File: src/include/nfp_map.svh
// constants for the flash pin front end
// assumes inclusion by the package and design files
`ifndef NFP_MAP_SVH
`define NFP_MAP_SVH
`define NFP_ADDR_W 26
`define NFP_DATA_W 16
`define NFP_STATUS_RST 8'h80
`define NFP_RCR_RST 16'hbfcf
`define NFP_RCR_WAIT_POL_BIT 10
`define NFP_RCR_SYNC_BIT 15
`endif

File: src/include/nfp_pkg.sv
// types for the flash pin front end
// assumes nfp_map.svh on the include path
`include "nfp_map.svh"
package nfp_pkg;
  // read modes selected by the command layer
  typedef enum logic [3:0] {
    NFP_RD_ARRAY = 4'h1,
    NFP_RD_STATUS = 4'h2,
    NFP_RD_ID = 4'h4,
    NFP_RD_CFG = 4'h8
  } nfp_rdmode_t;
  // bus state machine, one-hot
  typedef enum logic [2:0] {
    NFP_IDLE = 3'h1,
    NFP_WRITE = 3'h2,
    NFP_READ = 3'h4
  } nfp_state_t;
  // pin group from the host
  typedef struct packed {
    logic ce_n;
    logic oe_n;
    logic we_n;
    logic addr_valid_n;
    logic wp_n;
    logic [`NFP_ADDR_W-1:0] addr;
  } nfp_pins_t;
  // latched write handed to the command layer
  typedef struct packed {
    logic vld;
    logic [`NFP_ADDR_W-1:0] addr;
    logic [`NFP_DATA_W-1:0] data;
  } nfp_wr_t;
  // all module state
  typedef struct packed {
    nfp_state_t st;
    logic [`NFP_ADDR_W-1:0] addr;
    logic adv_seen;
    logic [`NFP_DATA_W-1:0] wdata;
    nfp_wr_t wr;
    logic [`NFP_DATA_W-1:0] dq;
    logic dq_oe;
    logic wait_v;
    logic wait_oe;
    nfp_rdmode_t mode;
    logic [7:0] status;
  } nfp_state_s_t;
endpackage

File: src/nfp_bus_port.sv
// pin front end of a 16-bit parallel flash: address latch, write latch,
// output/wait enables, reset handling; pins sampled on clk_sys_i, but wp_n and rst_n_i also drive enables combinationally
// Functional notes
// - sync read: latch address at ADV rise/first clock
// - async: latch at ADV rise, else flow through
// - chip select high: outputs and wait tristated
// - drive data only while output enable low
// - reset low: abort automation, ignore writes
// - reset release enters async array read
// - write-protect low: lock-down unlock blocked
// - write-protect high overrides lock-down
// - write latched at first strobe/select rise
// - voltage lockout blocks array changes
// - wait polarity from config bit 10
// - sync read: wait asserted until data valid
// - async reads and writes: wait deasserted
// - data bus returns mode-selected contents
// - reset default: async array, status 0x80
`timescale 1ns/1ps
`include "nfp_map.svh"
module nfp_bus_port import nfp_pkg::*; (
  // clock, enable, reset
  input wire logic clk_sys_i,
  input wire logic clk_en_i,
  input wire logic rst_i,
  // host pins
  input wire logic rst_n_i,
  input wire nfp_pins_t pins_i,
  input wire logic [`NFP_DATA_W-1:0] dq_i,
  output logic [`NFP_DATA_W-1:0] dq_o,
  output logic dq_oe_o,
  output logic wait_o,
  output logic wait_oe_o,
  // core side
  input wire logic prog_voltage_lockout_i,
  input wire logic [`NFP_DATA_W-1:0] read_config_reg_i,
  input wire logic [`NFP_DATA_W-1:0] array_data_i,
  input wire logic array_data_vld_i,
  input wire logic [`NFP_DATA_W-1:0] id_data_i,
  input wire nfp_rdmode_t mode_req_i,
  input wire logic mode_req_vld_i,
  input wire logic [7:0] status_i,
  input wire logic status_vld_i,
  output logic [`NFP_ADDR_W-1:0] addr_o,
  output nfp_wr_t wr_o,
  output logic array_wr_en_o,
  output logic lockdown_en_o,
  output logic core_rst_o
);

  ////////////////////////////////////////////////////////////////////////
  // state and helpers
  nfp_state_s_t cur_ff, nxt_cur;
  logic dev_rst;       // reset pin low or sync reset
  logic sel;           // chip selected
  logic sync_mode;     // burst read mode from config
  logic wait_pol;      // asserted level of wait

  // apply wait polarity to a not-ready flag
  // one place for the polarity so every wait path agrees
  function automatic logic wait_lvl(input logic pol, input logic busy);
    wait_lvl = busy ? pol : ~pol;
  endfunction

  // the reset pin and the system reset load the same state; the pin only while the enable is high
  assign dev_rst = rst_i | ~rst_n_i;
  assign sel = ~pins_i.ce_n;
  assign sync_mode = read_config_reg_i[`NFP_RCR_SYNC_BIT];
  assign wait_pol = read_config_reg_i[`NFP_RCR_WAIT_POL_BIT];

  ////////////////////////////////////////////////////////////////////////
  // next-state logic
  always_comb begin
    logic [`NFP_DATA_W-1:0] rd;
    rd = '0;
    nxt_cur = cur_ff;
    nxt_cur.wr.vld = 1'b0;
    // read data source by mode
    case (cur_ff.mode)
      NFP_RD_STATUS: rd = {8'h00, cur_ff.status};
      NFP_RD_ID: rd = id_data_i;
      NFP_RD_CFG: rd = read_config_reg_i;
      default: rd = array_data_i;
    endcase
    // address latch
    // sync mode: adv_seen marks the capture edge, later edges keep it
    // a strobe held low through standby captures on its first edge, so a
    // sync host pulses addr_valid_n high between accesses
    if (!pins_i.addr_valid_n) begin
      if (sync_mode && cur_ff.adv_seen) begin
        nxt_cur.addr = cur_ff.addr;
      end else begin
        nxt_cur.addr = pins_i.addr;
        nxt_cur.adv_seen = sync_mode;
      end
    end else begin
      nxt_cur.adv_seen = 1'b0;
    end
    // status and read mode loads from the command layer
    if (status_vld_i) begin
      nxt_cur.status = status_i;
    end
    if (mode_req_vld_i) begin
      nxt_cur.mode = mode_req_i;
    end
    // bus state machine
    // pins are sampled levels, so a strobe rise is seen one edge late;
    // data for a write is the word held on the edge before the rise
    case (cur_ff.st)
      NFP_IDLE: begin
        if (sel && !pins_i.we_n && pins_i.oe_n) begin
          nxt_cur.st = NFP_WRITE;
        end else if (sel && !pins_i.oe_n) begin
          nxt_cur.st = NFP_READ;
        end
      end
      NFP_WRITE: begin
        nxt_cur.wdata = dq_i;
        if (!sel || pins_i.we_n) begin
          // first rising edge of strobe or select ends the cycle
          nxt_cur.wr.vld = 1'b1;
          nxt_cur.wr.addr = cur_ff.addr;
          nxt_cur.wr.data = cur_ff.wdata;
          nxt_cur.st = NFP_IDLE;
        end
      end
      NFP_READ: begin
        if (!sel || pins_i.oe_n) begin
          nxt_cur.st = NFP_IDLE;
        end
      end
      default: nxt_cur.st = NFP_IDLE;
    endcase
    // output drivers
    // enables are registered: they follow select and output enable one
    // edge late, and a reset pin clears them on the same edge
    nxt_cur.dq = rd;
    nxt_cur.dq_oe = sel && !pins_i.oe_n && pins_i.we_n;
    nxt_cur.wait_oe = sel && !pins_i.oe_n;
    if (sync_mode && cur_ff.st == NFP_READ
        && cur_ff.mode == NFP_RD_ARRAY) begin
      nxt_cur.wait_v = wait_lvl(wait_pol, ~array_data_vld_i);
    end else begin
      nxt_cur.wait_v = wait_lvl(wait_pol, 1'b0);
    end
    // reset pin: abort, drop writes, back to async array read
    // placed last so it overrides every update above
    if (dev_rst) begin
      nxt_cur = '0;
      nxt_cur.st = NFP_IDLE;
      nxt_cur.mode = NFP_RD_ARRAY;
      nxt_cur.status = `NFP_STATUS_RST;
    end
  end

  ////////////////////////////////////////////////////////////////////////
  // state register
  // reset is not gated by the enable, so a frozen block still clears;
  // with the enable low every other bit holds its value
  always_ff @(posedge clk_sys_i) begin
    if (rst_i) begin
      cur_ff <= '0;
      cur_ff.st <= NFP_IDLE;
      cur_ff.mode <= NFP_RD_ARRAY;
      cur_ff.status <= `NFP_STATUS_RST;
    end else if (clk_en_i) begin
      cur_ff <= nxt_cur;
    end
  end

  ////////////////////////////////////////////////////////////////////////
  // outputs
  // write enable and lock-down are combinational so they act at once
  assign dq_o = cur_ff.dq;
  assign dq_oe_o = cur_ff.dq_oe;
  assign wait_o = cur_ff.wait_v;
  assign wait_oe_o = cur_ff.wait_oe;
  assign addr_o = cur_ff.addr;
  assign wr_o = cur_ff.wr;
  assign array_wr_en_o = ~prog_voltage_lockout_i & ~dev_rst;
  assign lockdown_en_o = ~pins_i.wp_n;
  assign core_rst_o = dev_rst;

  ////////////////////////////////////////////////////////////////////////
  // checks
  // properties sample pins and state at the same edge the logic does
  property p_desel_hiz;
    @(posedge clk_sys_i) disable iff (rst_i)
    (clk_en_i && pins_i.ce_n) |=> (!dq_oe_o && !wait_oe_o);
  endproperty
  a_desel_hiz: assert property (p_desel_hiz)
    else $error("outputs driven while deselected");

  property p_oe_hiz;
    @(posedge clk_sys_i) disable iff (rst_i)
    (clk_en_i && pins_i.oe_n) |=> !dq_oe_o && !wait_oe_o;
  endproperty
  a_oe_hiz: assert property (p_oe_hiz)
    else $error("outputs driven with output enable high");

  property p_rst_nowr;
    @(posedge clk_sys_i) disable iff (rst_i)
    (clk_en_i && !rst_n_i) |=> !wr_o.vld && cur_ff.st == NFP_IDLE;
  endproperty
  a_rst_nowr: assert property (p_rst_nowr)
    else $error("write accepted during reset");

  property p_rst_mode;
    @(posedge clk_sys_i) disable iff (rst_i)
    (clk_en_i && !rst_n_i) |=> cur_ff.mode == NFP_RD_ARRAY
      && cur_ff.status == `NFP_STATUS_RST;
  endproperty
  a_rst_mode: assert property (p_rst_mode)
    else $error("reset did not restore array read");

  property p_wr_latch;
    @(posedge clk_sys_i) disable iff (rst_i || !rst_n_i)
    (clk_en_i && cur_ff.st == NFP_WRITE && (pins_i.ce_n || pins_i.we_n))
      |=> wr_o.vld && wr_o.data == $past(cur_ff.wdata);
  endproperty
  a_wr_latch: assert property (p_wr_latch)
    else $error("write not latched at strobe rise");

  property p_vpp;
    @(posedge clk_sys_i) prog_voltage_lockout_i |-> !array_wr_en_o;
  endproperty
  a_vpp: assert property (p_vpp)
    else $error("array writable under lockout");

  property p_wait_idle;
    @(posedge clk_sys_i) disable iff (rst_i)
    (clk_en_i && cur_ff.st == NFP_WRITE) |=>
      wait_o == ~read_config_reg_i[`NFP_RCR_WAIT_POL_BIT];
  endproperty
  a_wait_idle: assert property (p_wait_idle)
    else $error("wait asserted in write");

  property p_async_hold;
    @(posedge clk_sys_i) disable iff (rst_i || !rst_n_i)
    (clk_en_i && pins_i.addr_valid_n) |=> addr_o == $past(addr_o);
  endproperty
  a_async_hold: assert property (p_async_hold)
    else $error("address changed while latched");

  property p_wp;
    @(posedge clk_sys_i) lockdown_en_o == ~pins_i.wp_n;
  endproperty
  a_wp: assert property (p_wp)
    else $error("lock-down not following write protect");

  // address capture, wait level, read source and reset pin checks
  property p_sync_hold;
    @(posedge clk_sys_i) disable iff (rst_i || !rst_n_i)
    (clk_en_i && sync_mode && cur_ff.adv_seen && !pins_i.addr_valid_n)
      |=> addr_o == $past(addr_o);
  endproperty
  a_sync_hold: assert property (p_sync_hold)
    else $error("sync address moved after capture");

  property p_flow;
    @(posedge clk_sys_i) disable iff (rst_i || !rst_n_i)
    (clk_en_i && !sync_mode && !pins_i.addr_valid_n)
      |=> addr_o == $past(pins_i.addr);
  endproperty
  a_flow: assert property (p_flow)
    else $error("address did not flow through");

  property p_wait_sync;
    @(posedge clk_sys_i) disable iff (rst_i || !rst_n_i)
    (clk_en_i && sync_mode && cur_ff.st == NFP_READ
      && cur_ff.mode == NFP_RD_ARRAY && !array_data_vld_i)
      |=> wait_o == $past(wait_pol);
  endproperty
  a_wait_sync: assert property (p_wait_sync)
    else $error("wait not asserted while data not valid");

  property p_cfg_read;
    @(posedge clk_sys_i) disable iff (rst_i || !rst_n_i)
    (clk_en_i && cur_ff.mode == NFP_RD_CFG)
      |=> dq_o == $past(read_config_reg_i);
  endproperty
  a_cfg_read: assert property (p_cfg_read)
    else $error("config read returned other data");

  property p_rst_quiet;
    @(posedge clk_sys_i) disable iff (rst_i)
    (clk_en_i && !rst_n_i) |=> !dq_oe_o && !wait_oe_o;
  endproperty
  a_rst_quiet: assert property (p_rst_quiet)
    else $error("outputs driven while reset pin low");

  // scenario covers
  c_write: cover property (@(posedge clk_sys_i) wr_o.vld);
  c_read: cover property (@(posedge clk_sys_i) dq_oe_o);
  c_sync_wait: cover property (@(posedge clk_sys_i)
    cur_ff.st == NFP_READ && sync_mode);
  c_cfg_read: cover property (@(posedge clk_sys_i)
    cur_ff.mode == NFP_RD_CFG && dq_oe_o);
  c_pin_reset: cover property (@(posedge clk_sys_i) !rst_n_i);
endmodule

File: config.mk
export PLATFORM = sky130hd
export DESIGN_NAME = nfp_bus_port
export DESIGN_NICKNAME = d
export VERILOG_FILES = /design/src/include/nfp_pkg.sv /design/src/nfp_bus_port.sv
export VERILOG_INCLUDE_DIRS = /design/src /design/src/include
export SDC_FILE = /design/constraint.sdc
export NUM_CORES = 1
export LEC_CHECK = 0
export ABC_CLOCK_PERIOD_IN_PS = 3350
export BUFFER_PORTS_ARGS = -buffer_cell sky130_fd_sc_hd__buf_2
export CAP_MARGIN = 5
export CORE_UTILIZATION = 53
export DETAILED_ROUTE_END_ITERATION = 8
export MAX_ROUTING_LAYER = met4
export PLACE_DENSITY = 0.92
export REMOVE_ABC_BUFFERS = 1
export SYNTH_ARGS = -nofsm -noshare
export SYNTH_HDL_FRONTEND = slang
export SYNTH_SLANG_ARGS = --single-unit
File: constraint.sdc
create_clock -name clk_sys_i -period 3.35 [get_ports clk_sys_i]
set_input_delay 0.8375 -clock clk_sys_i [delete_from_list [all_inputs] [get_ports clk_sys_i]]
set_output_delay 0.8375 -clock clk_sys_i [all_outputs]
set_load 0.02 [all_outputs]
==> results.md <==
- Hold Vio Cnt, Final: 0
- CP startpoint kind: input pin
- Final min period: 2.54 ns
- Fin worst setup slack: 0.815 ns
- Main synth FF type: dfxtp_1
- Post-synth ARST share: 0%
- Avg WL per Cell: 15.2 um
- Height of the die: between 100 and 150 um
- Cts repair resizes: 0
- Clk root buf: clkbuf_8
- Total track usage: between 20% and 30%
- Gpl congestion: 0.882
- DR vias: 4810
- PortBufs: 205
- Worst Setup End Kind: primary output
- Post-synth EDFFs: 0
- Initial antenna violation count: 0
- Number of global-route vias before repair: 4563
- CP max FO: 10
- DRT Wirelength: around 13000 um
- First DRT Iteration DRCs: about 330
- FF+latch count, synth: 120
- CTS max path bufs: 2
- Slew Viols, Final: 0
- Congestion Overflow GR: 0
- P&R area growth vs syn: 17.8%
- Die W: a little over 100 um
- CTS tree: yes
- Setup bufs post-CTS: 0
- Area contributors post-synth: dfxtp_1 44%, buf_4 12%, a22oi_1 8.5%
- Final worst path period share: between 70% and 80%
- Pre-CTS setup slack: 0.670 ns
- Number of remaining DRC errors: 0
- Cts hold-fix bufs: 0
- Clk_skew: 0.0104 ns
- Starting Density: between 50% and 60%
- DR vias/cell: 5.48
- Synth Cell Area: between 0.005 and 0.006 mm2
- Layout cell share with drive strength beyond 1: 34.5%
- Adder-cell area share of the yosys netlist: 0%
- Synthesis Warnings: 0
- Core ar.: between 0.009 and 0.01 mm2
- Cell Rows: 36
- Compound-Gate Fraction of Synth Area: between 10% and 20%
- Synth top cells by count: 120 x dfxtp_1, 86 x buf_4, 64 x nor2_1
- Main combinational cell family by area after synthesis: simple AND/OR/NAND/NOR gates
- Clock sink count: 120
- Setup-failing EPs final: 0
- Later-pin clock latency in the skew report: slightly below 0.5 ns
- Worst Max-Slew Pin Slew: 1.09 ns
- Final core occ: between 60% and 70%
- Routed Antenna Nets: 0
- Pin count of the biggest net entering global routing: 73
- Hold WC Path Type: register to register
- PwrDens: between 500 and 600 mW/mm2
- Slew Limit Headroom: between 20% and 30%
- Die Footprint: approximately 0.011 mm2
- Post-synthesis instance total: ~630
- Register area share after synthesis: a little over two fifths
- Placed Cells: 845
- Synth area leader: dfxtp_1
- F_max: 394 MHz
- Inserted Clock Buffers: 17
- RSZ-0062 raised after global routing: false
- Diode count: 0
- Leak Pwr: 2.81 nW
- Max Cap Viol: 0
- Drt pass-1 iters: 6
- Simple-gate share of the synthesized area: 19.9%
- Count of different cell masters after synthesis: 50
- Setup TNS: 0 ns
- Top cell type's share of synthesized area: 43.9%
- Top-count cell post-synth: dfxtp_1
- Worst-path clk slew: 0.06 ns
- Nets: about 850
- Synth Area in XOR/XNOR: 0.160%
- Worst vdd rail ir drop: 0.359 mV
- Required time worst endpoint: 2.51 ns
- First-pass GRT wire length: 21800 um
- Kind of critical path: input pin to primary output
- Mux cell area share after synthesis: 0.571%
- Status: finished clean
- Post-Layout Cell Count: 877
- Tot Pwr: 3.35 mW
- Post-DP HPWL: about 9000 um
- Worst endpoint data arrival time: 1.70 ns
- Synth Area per Inst: 8.76 um2
- H-tree levels: 4
- Io pins: 206
## metal layers
layer | up-vias | track usage (%) | wire, um
li1 | 2329 | - | -
met1 | 2235 | 29.7 | 5540
met2 | 223 | 42.5 | 6520
met3 | 23 | 6.48 | 969
met4 | 0 | 8.88 | 271
met5 | - | - | 0
## sequential cells by signal, indices dropped and copies added, names as in the netlist
name	cells
addr_o	26
cur_ff	32
dq_o	16
dq_oe_o	1
wait_o	1
wait_oe_o	1
wr_o	43
## layout make-up
cell class | count | area [um2]
inverters | 6 | 22.5
clock buffers | 20 | 435
well taps | 133 | 166
fillers | 867 | 3460
flip-flops and latches | 120 | 2400
multi-input cells | 372 | 2230
repair buffers | 214 | 1090
clock inverters | 12 | 104
## final timing paths
kind                             startpoint            end  slack [ns]  depth (start not counted)
worst max-delay path                rst_n_i  array_wr_en_o        0.81                          5
worst min-delay path                dq_o[1]        dq_o[1]        0.44                          2
worst max register to register  cur_ff[118]       wr_o[29]        1.27                          5
worst min register to register      dq_o[1]        dq_o[1]        0.44                          2
## cell families (layout without fill, tap and decap cells)
kind of cell	after synthesis	in the layout
xor gates and xnor gates	1	1
muxes	3	3
DFF	120	120
AOI/OAI and AO/OA	154	154
and+or+nand+nor	214	214
buffers and inverters	133	252
## where the power goes
group / total, mW / switching, mW / internal, mW
clock network: 1.64 / 0.644 / 0.998
logic: 0.245 / 0.144 / 0.101
registers: 1.46 / 0.0149 / 1.45
## metrics by stage
stage                     hold WS (ns)  cell area [um2]
after global placement           0.429             5910
after detailed placement         0.436             5910
after floorplan                  0.435             4630
final                            0.444             6450
after CTS                        0.449             6450
after global routing             0.471             6450
## worst max-delay path, cell delays in order
cell and delay (ns):
buf_2 0.19, and2b_1 0.28, inv_2 0.14, nor2_1 0.10, buf_2 0.16
## cells in the final DEF (no fill, tap or decap), drive strengths merged, types with 4 or more instances in the layout
cell / count
buf: 214
dfxtp: 120
nor2: 64
a22oi: 62
nand3: 55
o21ai: 51
nand2b: 44
nand2: 24
clkbuf: 20
clkinv: 8
a21oi: 7
a222oi: 7
a221oi: 7
inv: 6
a22o: 5
and3: 4
Power figures use the tool's default switching activity.
